--- src/design/ras_access_pkg.sv ---
// Package with constants and carriers for the error-record access and fault feature block.
package ras_access_pkg;

	// ----------------------------------------
	// Exception levels and trap classes
	// ----------------------------------------
	typedef enum logic [1:0] {
		LVL_USER = 2'h0,
		LVL_KERNEL = 2'h1,
		LVL_HYP = 2'h2,
		LVL_MONITOR = 2'h3
	} except_level_t;

	localparam logic [5:0] TRAP_CLASS_SYSREG = 6'h18;
	localparam int NUM_RECORDS = 4;
	localparam int SEL_W = 2;
	localparam int ADDR_W = 40;

	// ----------------------------------------
	// Feature register layout
	// ----------------------------------------
	localparam int FEAT_RESTART_BIT = 30;
	localparam int FEAT_SYN_BIT = 29;
	localparam int FEAT_MV_BIT = 12;
	localparam int FEAT_AV_BIT = 11;
	localparam int FEAT_PN_BIT = 10;
	localparam int FEAT_ER_BIT = 9;
	localparam int FEAT_CI_BIT = 8;
	localparam int FEAT_CE_LSB = 6;
	localparam int FEAT_DE_BIT = 5;
	localparam int FEAT_UC_BIT = 1;
	localparam logic [63:0] FEATURE_VALUE =
		(64'h1 << FEAT_RESTART_BIT) | (64'h1 << FEAT_CE_LSB) |
		(64'h1 << FEAT_DE_BIT) | (64'h1 << FEAT_UC_BIT);

	// ----------------------------------------
	// Request and answer carriers
	// ----------------------------------------
	typedef enum logic [1:0] {
		TGT_ADDRESS = 2'h0,
		TGT_FEATURE = 2'h1
	} sysreg_target_t;

	typedef struct packed {
		logic valid;
		logic write;
		sysreg_target_t target;
		except_level_t level;
		logic [63:0] wdata;
	} access_req_t;

	typedef struct packed {
		logic hyp_enabled;
		logic hyp_ras_trap;
		logic hyp_fault_inject_allow;
		logic hyp_fine_read_trap;
		logic hyp_fine_write_trap;
		logic fine_grain_trap_on;
		logic mon_ras_trap;
		logic mon_fault_inject_allow;
	} trap_ctrl_t;

	typedef enum logic [1:0] {
		RESP_DONE = 2'h0,
		RESP_UNDEF = 2'h1,
		RESP_TRAP_HYP = 2'h2,
		RESP_TRAP_MON = 2'h3
	} resp_kind_t;

	typedef struct packed {
		logic valid;
		resp_kind_t kind;
		logic [5:0] trap_class;
		logic [63:0] rdata;
	} access_resp_t;

	// Injected-error record event and the status updates it produces.
	typedef struct packed {
		logic valid;
		logic misc_written;
		logic addr_update;
		logic [ADDR_W-1:0] addr;
	} inject_evt_t;

endpackage

--- src/design/ras_record_access.sv ---
// Trap checks for the selected record's address register and the fixed fault feature register.
//
// Summary of operation
// - Address access at user level is undefined.
// - Kernel level address access: hyp trap bit traps to hyp.
// - Kernel fine read trap bit traps reads.
// - Kernel address writes use the fine write trap.
// - Hyp, then fine, then monitor trap order.
// - Hyp level address access checks only monitor trap bit.
// - Monitor level always completes the access.
// - Feature access ignores the record select index.
// - Feature register is 64 bits, reserved zero.
// - Bit 30 reads one: restart controllable.
// - Bit 29 reads zero: fixed error codes.
// - Error codes undefined while entry unused.
// - Bit 12 zero; misc syndrome sets valid.
// - Bit 11 zero; address and valid together.
// - Bit 10 zero; injection clears poison flag.
// - Kernel feature read traps without inject allow.
// - Address bits 39:0 survive every reset.
`timescale 1ns/1ps
`default_nettype none

module ras_record_access (
	input wire logic clk_in,
	input wire logic rst_b_in,
	input wire ras_access_pkg::access_req_t req_in,
	input wire ras_access_pkg::trap_ctrl_t ctrl_in,
	input wire logic [ras_access_pkg::SEL_W-1:0] record_select_in,
	input wire ras_access_pkg::inject_evt_t inject_in,
	output ras_access_pkg::access_resp_t resp_out,
	output logic [ras_access_pkg::NUM_RECORDS-1:0] address_valid_out,
	output logic [ras_access_pkg::NUM_RECORDS-1:0] misc_syndrome_valid_out,
	output logic [ras_access_pkg::NUM_RECORDS-1:0] poison_flag_out
);

	localparam int N = ras_access_pkg::NUM_RECORDS;
	localparam int AW = ras_access_pkg::ADDR_W;

	// ----------------------------------------
	// Address storage without reset
	// ----------------------------------------
	// Address contents carry no reset so that a fault logged before a reset stays readable.
	logic [AW-1:0] addr_mem [N];
	logic [AW-1:0] addr_mem_next [N];

	// ----------------------------------------
	// Reset-domain state
	// ----------------------------------------
	ras_access_pkg::access_resp_t resp_reg, resp_next;
	logic [N-1:0] av_reg, av_next;
	logic [N-1:0] mv_reg, mv_next;
	logic [N-1:0] pn_reg, pn_next;

	ras_access_pkg::resp_kind_t kind;
	logic store;
	logic want_mon;
	logic [63:0] feat;

	always_comb begin
		kind = ras_access_pkg::RESP_DONE;
		want_mon = 1'b0;
		feat = ras_access_pkg::FEATURE_VALUE;
		if (req_in.target == ras_access_pkg::TGT_ADDRESS) begin
			want_mon = ctrl_in.mon_ras_trap;
		end else begin
			want_mon = !ctrl_in.mon_fault_inject_allow;
		end
		unique case (req_in.level)
			ras_access_pkg::LVL_USER: begin
				kind = ras_access_pkg::RESP_UNDEF;
			end
			ras_access_pkg::LVL_KERNEL: begin
				if (req_in.target == ras_access_pkg::TGT_ADDRESS) begin
					if (ctrl_in.hyp_enabled && ctrl_in.hyp_ras_trap) begin
						kind = ras_access_pkg::RESP_TRAP_HYP;
					end else if (ctrl_in.hyp_enabled && ctrl_in.fine_grain_trap_on &&
						(req_in.write ? ctrl_in.hyp_fine_write_trap
						: ctrl_in.hyp_fine_read_trap)) begin
						kind = ras_access_pkg::RESP_TRAP_HYP;
					end else if (want_mon) begin
						kind = ras_access_pkg::RESP_TRAP_MON;
					end
				end else begin
					if (ctrl_in.hyp_enabled && !ctrl_in.hyp_fault_inject_allow) begin
						kind = ras_access_pkg::RESP_TRAP_HYP;
					end else if (ctrl_in.hyp_enabled && ctrl_in.fine_grain_trap_on &&
						ctrl_in.hyp_fine_read_trap) begin
						kind = ras_access_pkg::RESP_TRAP_HYP;
					end else if (want_mon) begin
						kind = ras_access_pkg::RESP_TRAP_MON;
					end
				end
			end
			ras_access_pkg::LVL_HYP: begin
				if (want_mon) begin
					kind = ras_access_pkg::RESP_TRAP_MON;
				end
			end
			ras_access_pkg::LVL_MONITOR: begin
				kind = ras_access_pkg::RESP_DONE;
			end
		endcase
		// The feature register is read-only; a write there completes with no effect.
		store = req_in.valid && req_in.write && kind == ras_access_pkg::RESP_DONE &&
			req_in.target == ras_access_pkg::TGT_ADDRESS;
	end

	always_comb begin
		resp_next = '0;
		resp_next.valid = req_in.valid;
		resp_next.kind = kind;
		if (kind == ras_access_pkg::RESP_TRAP_HYP || kind == ras_access_pkg::RESP_TRAP_MON) begin
			resp_next.trap_class = ras_access_pkg::TRAP_CLASS_SYSREG;
		end
		if (req_in.valid && !req_in.write && kind == ras_access_pkg::RESP_DONE) begin
			if (req_in.target == ras_access_pkg::TGT_ADDRESS) begin
				resp_next.rdata = {{(64 - AW){1'b0}}, addr_mem[record_select_in]};
			end else begin
				// Every record carries the same feature word; the selector is not used.
				resp_next.rdata = feat;
			end
		end
		for (int i = 0; i < N; i++) begin
			addr_mem_next[i] = addr_mem[i];
			av_next[i] = av_reg[i];
			mv_next[i] = mv_reg[i];
			pn_next[i] = pn_reg[i];
		end
		if (inject_in.valid) begin
			if (inject_in.addr_update) begin
				addr_mem_next[record_select_in] = inject_in.addr;
				av_next[record_select_in] = 1'b1;
			end
			if (inject_in.misc_written) begin
				mv_next[record_select_in] = 1'b1;
			end
			pn_next[record_select_in] = 1'b0;
		end
		// A software store after an injection in the same cycle wins the address.
		if (store) begin
			addr_mem_next[record_select_in] = req_in.wdata[AW-1:0];
		end
	end

	always_ff @(posedge clk_in) begin
		for (int i = 0; i < N; i++) begin
			addr_mem[i] <= addr_mem_next[i];
		end
	end

	always_ff @(posedge clk_in or negedge rst_b_in) begin
		if (!rst_b_in) begin
			resp_reg <= '0;
			av_reg <= '0;
			mv_reg <= '0;
			pn_reg <= '0;
		end else begin
			resp_reg <= resp_next;
			av_reg <= av_next;
			mv_reg <= mv_next;
			pn_reg <= pn_next;
		end
	end

	assign resp_out = resp_reg;
	assign address_valid_out = av_reg;
	assign misc_syndrome_valid_out = mv_reg;
	assign poison_flag_out = pn_reg;
endmodule

`default_nettype wire

--- config.mk ---
export PLATFORM = sky130hd
export DESIGN_NAME = ras_record_access
export DESIGN_NICKNAME = d
export VERILOG_FILES = /design/src/design/ras_access_pkg.sv /design/src/design/ras_record_access.sv
export SDC_FILE = /design/constraint.sdc
export NUM_CORES = 1
export LEC_CHECK = 0
export ABC_AREA = 0
export BUFFER_PORTS_ARGS = -buffer_cell sky130_fd_sc_hd__buf_2
export CORE_AREA = 5 5 102 200
export CTS_BUF_LIST = sky130_fd_sc_hd__clkbuf_4
export CTS_CLUSTER_SIZE = 12
export DETAILED_ROUTE_END_ITERATION = 12
export DIE_AREA = 0 0 107 205
export HOLD_SLACK_MARGIN = 0.02
export PLACE_DENSITY = 0.79
export SLEW_MARGIN = 20
export SYNTH_ARGS = -nofsm -noshare
export SYNTH_HDL_FRONTEND = slang
export SYNTH_SLANG_ARGS = --single-unit
--- constraint.sdc ---
create_clock -name clk_in -period 3.5 [get_ports clk_in]
set_clock_uncertainty 0.15 [all_clocks]
set_input_delay 0.175 -clock clk_in [delete_from_list [all_inputs] [get_ports clk_in]]
set_output_delay 0.175 -clock clk_in [all_outputs]
set_load 0.05 [all_outputs]
======== After elaboration in Yosys (flattened, before gate mapping) ========
Memory sizes are Yosys's and may differ from the RTL's.
Cells that the tools add are included.
cells by class
  muxes and demuxes ....................... 21
  reduce and logical (&&, ||, !) cells .... 21
  equal/unequal tests ..................... 5
  bitwise logic cells ..................... 5
  magnitude comparators ................... 4
operators by type and width
  kind                number
  $mux 160            3
  $bwmux 160          2
  $mux 40             3
  $demux 40 s2        1
  $logic_and 1x1->1   12
  $mux 2              6
  $eq 2x2->1 const B  4
  $or 4x4->4          2
  $pmux 2 s4          1
  $logic_not 2->1     3
  $mux 5              1
  $and 4x4->4         1
  $not 4->4           1
  $reduce_and 2->1    2
  $ge 3x3->1 const B  1
  $logic_not 1->1     3
  $lt 2x3->1 const B  1
  $lt 3x1->1 const B  1
  $mux 1              3
  $not 2->3           1
  $demux 1 s2         1
  $eq 2x1->1 const B  1
  $ge 2x1->1 const B  1
  $logic_or 1x1->1    1
storage, ports and cells
  register bits ........................... 85
  word-level logic and storage cells ...... 64
  input bits .............................. 125
  memories ................................ 1
  RAM bits ................................ 160
  output and inout bits ................... 85
memories
  name      depth  bits a word  rd ports  clocked after memory_dff  write ports  line                     text
  addr_mem  4      40           5         0                         4            ras_record_access.sv:44  logic [AW-1:0] addr_mem [N];

======== Depth between registers and ports, before layout ========
Gate-level depths: netlist of the first run.
  depth after elaboration ................. 11
  mapped depth ............................ 8
  mapped depth without buffers ............ 5

======== Worst setup path before layout of the first run ========
No wires, ideal clock.
  kind .................................... input-to-reg
  start point ............................. in req_in[68] (netlist name)
  end point ............................... mem addr_mem[3][39] (netlist name)
  required time ........................... 3.284 ns
  arrival ................................. 1.440 ns
  slack ................................... 1.844 ns
  buffers on the path ..................... 2
  setup time .............................. 0.066 ns
  stages on the path ...................... 7
  cells stage by stage .................... mux2_4 o2111ai_4 nand4_2 and2_1 buf_2 buf_6 a21oi_2
RTL lines
  what             line                     text
  start, declared  ras_record_access.sv:27  input wire ras_access_pkg::access_req_t req_in,
  end, declared    ras_record_access.sv:44

==> impl_metrics.ini, run 1 <==
[clock_tree]
clk_pin_slew_ns = 0.07
cts-root-buf = clkbuf_4
clock-sinks = 216
cts_buffers = 47
insertion_delay_ns = 0.65
cts_buffer_depth = 3
h-tree-depth = 2
postCtsResizedCells = 0
cts_tree = built

[setup_path]
critPathLaunchType = primary input
cp-startpoint = record_select_in[1]
required_ns = 3.87
worst_path_max_delay_cell = nand3_4
worstPathCellList = dlygate4sd3_1 > buf_2 > nor2b_1 > nand3_4 > mux2i_1 > a21oi_1 > dlygate4sd3_1
reg2reg_slack_ns = 1.69
max_stage_delay_ns = 0.77
r2r_end = resp_out[6]
path_common_cell = dlygate4sd3_1
crit_fanout = 41
cp-end-kind = register
reg2reg_depth = 4
crit_buf_inv = 3
crit_path_end = addr_mem[2][26]
r2r-start = addr_mem[3][6]
crit_family = buffers and inverters
path_class = primary input to register
arrival_ns = 3.75
cp_num_cells = 7

[timing]
finalCritPeriodShare_pct = 96.45
setup_tns_ns = 0
fin_crit_ns = 3.376
fmax_mhz = 296.2
fin_ws_ns = 0.1243
slew-limit-headroom_pct = 28.15
hold_viol = 0
setup_viol = 0
rsz0062_at_grt = no
tightest_slew_ns = 1.078
maxSlewViolCount = 0

[synth]
ys_types = 40
syn_area_mm2 = 0.01005
yosys.area.top_type_share_pct = 31.88
synth.area.top_cells = dfxtp_1 (32%), mux2i_1 (16%), a21oi_1 (16%)
syn_inst = 959
synth.avg_cell_area_um2 = 10.48
synth.most_common_cell = a21oi_1
ys_seq_elements = 216
yosys.area.top_type = dfxtp_1
synth_flop_cell = dfxtp_1
async_flop_share_pct = 25.93
yosys_warnings = 0
seq_area_frac_synth_pct = 45.83
synthTopCellsByCount = a21oi_1 (319), dfxtp_1 (160), mux2i_1 (160)
synth_edf_count = 0

[placed_design]
placed_cells = 1265
numPortBuffers = 157
placed_area_mm2 = 0.01079
gp_congestion = 0.8594
pre_cts_ws_ns = 0.7083
dpl.hpwl_um = 18450

[routing]
met3WireLength_um = 2623
first_iter_violations = 716
firstDrtPassIters = 6
vias = 9331
routed_wl_um = 33930
drc = 0
vias_per_cell = 6.250
highest_layer = met4
route.met2.wl_um = 17710
drtAntennaViolNets = 0
wl_per_cell_um = 22.73
wirelength_met1_um = 11200

[finish]
stdcell_count = 1493
final_area_mm2 = 0.01279
multiInputGateArea_mm2 = 0.004947
fillers = 1355
area_growth_pct = 27.34
drive_gt1_share_pct = 25.16
register_area_mm2 = 0.004604
nNetsFinal = 1359

[floorplanning]
die_w_um = 107
dieArea_mm2 = 0.02194
rows = 71
num_io_pins = 210
die_h_um = 205
initial_core_util_pct = 53.85
coreArea_mm2 = 0.01866

[power]
p_leak_uw = 0.006284
p_per_area_mw_per_mm2 = 528.1
vdd_drop_max_mv = 0.2409

[global_routing]
grt_pass1_vias = 9976
antenna_found_initial = 4
grt_start_max_net_pins = 42
overflow = 0
grt_usage_pct = 30.22
grt_pass1_wl_um = 51630

[flow_run]
max_cap_viol_count = 0

[status]
status = finished clean

[hold_path]
min-delay-path-class = primary input to register
## how the worst min path moves through the flow
stage | startpoint | endpoint | slack (ns) | depth (start not counted)
2_1_floorplan | rst_b_in | address_valid_out[0] | -0.27 | 0
3_3_place_gp | req_in[69] | resp_out[72] | 0.18 | 1
3_5_place_dp | req_in[69] | resp_out[72] | 0.18 | 1
4_1_cts | req_in[69] | resp_out[72] | 0.02 | 2
5_1_grt | req_in[69] | resp_out[72] | 0.04 | 2
6_report | req_in[69] | resp_out[72] | 0.04 | 2
## logic make-up (layout without fill, tap and decap cells)
kind of cell	count (synthesis)	count (layout)	synth area share, %
simple gates	83	83	4.982
compound gates	340	340	17.65
buf+inv	118	400	6.439
flops	216	216	45.83
other cells	1	34	0.03733
mux	201	201	25.06
## registers in the layout, summed over array words and instances (netlist names)
signal and count:
addr_mem 160, address_valid_out 4, misc_syndrome_valid_out 4, poison_flag_out 4, resp_out 44
## stage by stage
step | util (%) | power [uW] | hold slack, ns
6_report | 68.57 | 6756 | 0.03532
5_1_grt | 68.56 | 7058 | 0.03908
4_1_cts | 68.49 | 6684 | 0.02194
3_5_place_dp | 57.85 | 4524 | 0.1783
3_3_place_gp | 57.85 | 4455 | 0.1759
2_1_floorplan | - | 4191 | -0.2706
## layout by cell type, fill, tap and decap left out, types with 7 or more instances in the layout
cell type,synthesis,final
dfxtp_1,160,160
dfrtp_1,56,56
clkbuf_4,0,75
a21oi_1,319,319
mux2i_1,160,160
buf_4,30,19
buf_2,25,156
nor2_1,11,11
dlygate4sd3_1,0,139
clkinv_1,0,7
and3_1,41,40
mux4_2,40,40
conb_1,1,28
## power breakdown
group	switching, uW	internal [uW]	total, uW
registers	255	2990	3240
clock network	994	965	1960
logic	696	859	1550
## worst reg2reg max path, delay by kind of cell, from the launching register on
family	cells	cell delay, ns
AND/OR/NAND/NOR	2	0.18
multiplexers	1	0.48
flip-flops	1	0.32
buffers and inverters	1	0.57
## metal layers
layer / GRT usage (%) / vias up
li1: - / 4067
met1: 29.93 / 4462
met2: 54.10 / 602
met3: 4.762 / 200
met4: 25.10 / 0
met5: 0 / -
## final cells by class
type / instances / area share (%)
inverter: 1 / 0.02934
multi-input combinational: 652 / 38.67
antenna: 6 / 0.1174
sequential: 216 / 35.99
tap: 219 / 2.142
clock buffer: 75 / 4.401
clock inverter: 8 / 0.2347
timing repair buffer: 316 / 18.41
## repair_timing
item	in CTS	in global routing
hold endpoints to repair	213	0
buffers inserted	0	0
hold buffers	139	0
Note: power is estimated with default switching activity, not from simulation.
==> run 2: changes to the inputs <==
==> constraint.sdc (replaced) <==
create_clock -name clk_in -period 3.5 [get_ports clk_in]
set_clock_uncertainty 0.15 [all_clocks]
set_input_delay 0.35 -clock clk_in [delete_from_list [all_inputs] [get_ports clk_in]]
set_output_delay 0.35 -clock clk_in [all_outputs]
set_load 0.05 [all_outputs]
==> impl_metrics.ini, run 2 (synthesis gave the netlist of run 1 again) <==
[placed_design]
gp_congestion = 0.8315
dpl.hpwl_um = 18590
numPortBuffers = 157
placed_area_mm2 = 0.01080
placed_cells = 1266

[timing]
fin_crit_ns = 3.373
fmax_mhz = 296.5
hold_slack_ns = 0.08598
hold_viol = 0
slew-limit-headroom_pct = 29.66
tightest_slew_ns = 1.055
rsz0062_at_grt = no
maxSlewViolCount = 0
setup_tns_ns = 0
setup_viol = 0
finalCritPeriodShare_pct = 96.36

[routing]
firstDrtPassIters = 5
drtAntennaViolNets = 0
vias = 9389
wl_per_cell_um = 22.66
routed_wl_um = 33650
drc = 0
vias_per_cell = 6.323
first_iter_violations = 719

[floorplanning]
initial_core_util_pct = 53.85
die_w_um = 107
num_io_pins = 210
die_h_um = 205
rows = 71
dieArea_mm2 = 0.02194
coreArea_mm2 = 0.01866

[power]
p_leak_uw = 0.006266
p_sw_share_pct = 28.60
p_per_area_mw_per_mm2 = 532.4
internal_power_uw = 4841
power_frac_clock_pct = 29.4
vdd_drop_max_mv = 0.2512
power_frac_seq_pct = 47.9
power_switching_uw = 1939
finalPower_uw = 6780
combPwrFrac_pct = 22.7

[clock_tree]
cts_buffer_depth = 3
clk_pin_slew_ns = 0.09
cts-root-buf = clkbuf_4
cts_tree = built
cts_buffers = 47
cts_setup_buffers = 0
insertion_delay_ns = 0.64
h-tree-depth = 2
clock-sinks = 216

[finish]
stdcell_count = 1485
final_area_mm2 = 0.01273
area_growth_pct = 26.77
final_common_cell = a21oi_1
nNetsFinal = 1352
drive_gt1_share_pct = 25.65
final_cell_mix = a21oi_1 (319), mux2i_1 (160), dfxtp_1 (160), buf_2 (155), dlygate4sd3_1 (130)
largest_reg_flops = 160
regMostFlops = addr_mem

[global_routing]
grt_pass1_vias = 9954
grt_usage_pct = 30.07
grt_pass1_wl_um = 51790
antenna_found_initial = 2
overflow = 0
grt_start_max_net_pins = 42

[status]
status = finished clean

[setup_path]
required_ns = 3.87
reg2reg_depth = 3
reg2reg_slack_ns = 2.05
path_class = primary input to register
cp-startpoint = record_select_in[0]
critPathLaunchType = primary input
arrival_ns = 3.74
cp-end-kind = register
r2r_end = addr_mem[1][27]
crit_path_end = addr_mem[1][27]
crit_fanout = 21
r2r-start = addr_mem[1][27]

[hold_path]
min-delay-path-class = primary input to asynchronous set/reset pin

[flow_run]
max_cap_viol_count = 0
[run 2: changes by cell type in the layout (fill, tap and decap cells not counted), sizes merged]
cell         before  now
diode             6    3
nand3             8    9
dlygate4sd3     139  130
inv               2    1
buf             177  178
clkbuf           75   78
[run 2: metal layers]
layer  vias up  wire length, um  GRT usage, %  part of all wire [%]
met5         -                0             0                     0
met4         0             2203         20.35                   6.5
met3       174             2931         4.636                   8.7
met2       655            17810         54.87                    53
met1      4501            10710         30.99                    32
li1       4059                -             -                     -
[run 2: repair_timing]
| item | CTS | global route |
|---|---|---|
| hold endpoints to repair | 216 | 0 |
| hold buffers | 130 | 0 |
| endpoints found under the setup margin | 0 | 2 |
| gates resized for setup | 0 | 0 |
[run 2: worst min-delay path by stage]
stage	cells past startpoint	slack (ns)	end	startpoint
floorplan	0	-0.1	address_valid_out[0]	rst_b_in
global placement	1	0.30	misc_syndrome_valid_out[0]	misc_syndrome_valid_out[0]
detailed placement	1	0.30	misc_syndrome_valid_out[0]	misc_syndrome_valid_out[0]
CTS	3	0.03	address_valid_out[2]	inject_in[40]
global route	3	0.08	address_valid_out[2]	inject_in[40]
finish	2	0.09	resp_out[15]	rst_b_in
[run 2: power groups by stage]
stage	Combinational, uW	Sequential [uW]	Clock (uW)
finish	1540	3250	1990
global route	1660	3300	2120
CTS	1490	3230	2000
detailed placement	1250	3290	0
global placement	1200	3260	0
floorplan	923	3270	0
[run 2: final cells by class]
cell class,count,area [um^2]
antenna,3,7.507
clock buffer,78,585.6
clock inverter,7,27.53
fill,1386,5921
inverter,1,3.754
multi-input combinational,653,4957
sequential,216,4604
tap,219,274.0
timing repair buffer,308,2275
[run 2: critical path, stage by stage]
cell and delay [ns]:
dlygate4sd3_1 0.53, buf_4 0.37, nor2b_1 0.74, nand3_4 0.65, mux2i_1 0.33, a21oi_1 0.10
dlygate4sd3_1 0.63
[run 2: through the flow]
step           setup slack, ns  utilization (%)
6_report                0.1274            68.26
5_1_grt                0.03053            68.25
4_1_cts                 0.2493            68.16
3_5_place_dp            0.5572            57.89
3_3_place_gp            0.7282            57.89
2_1_floorplan            1.669                -
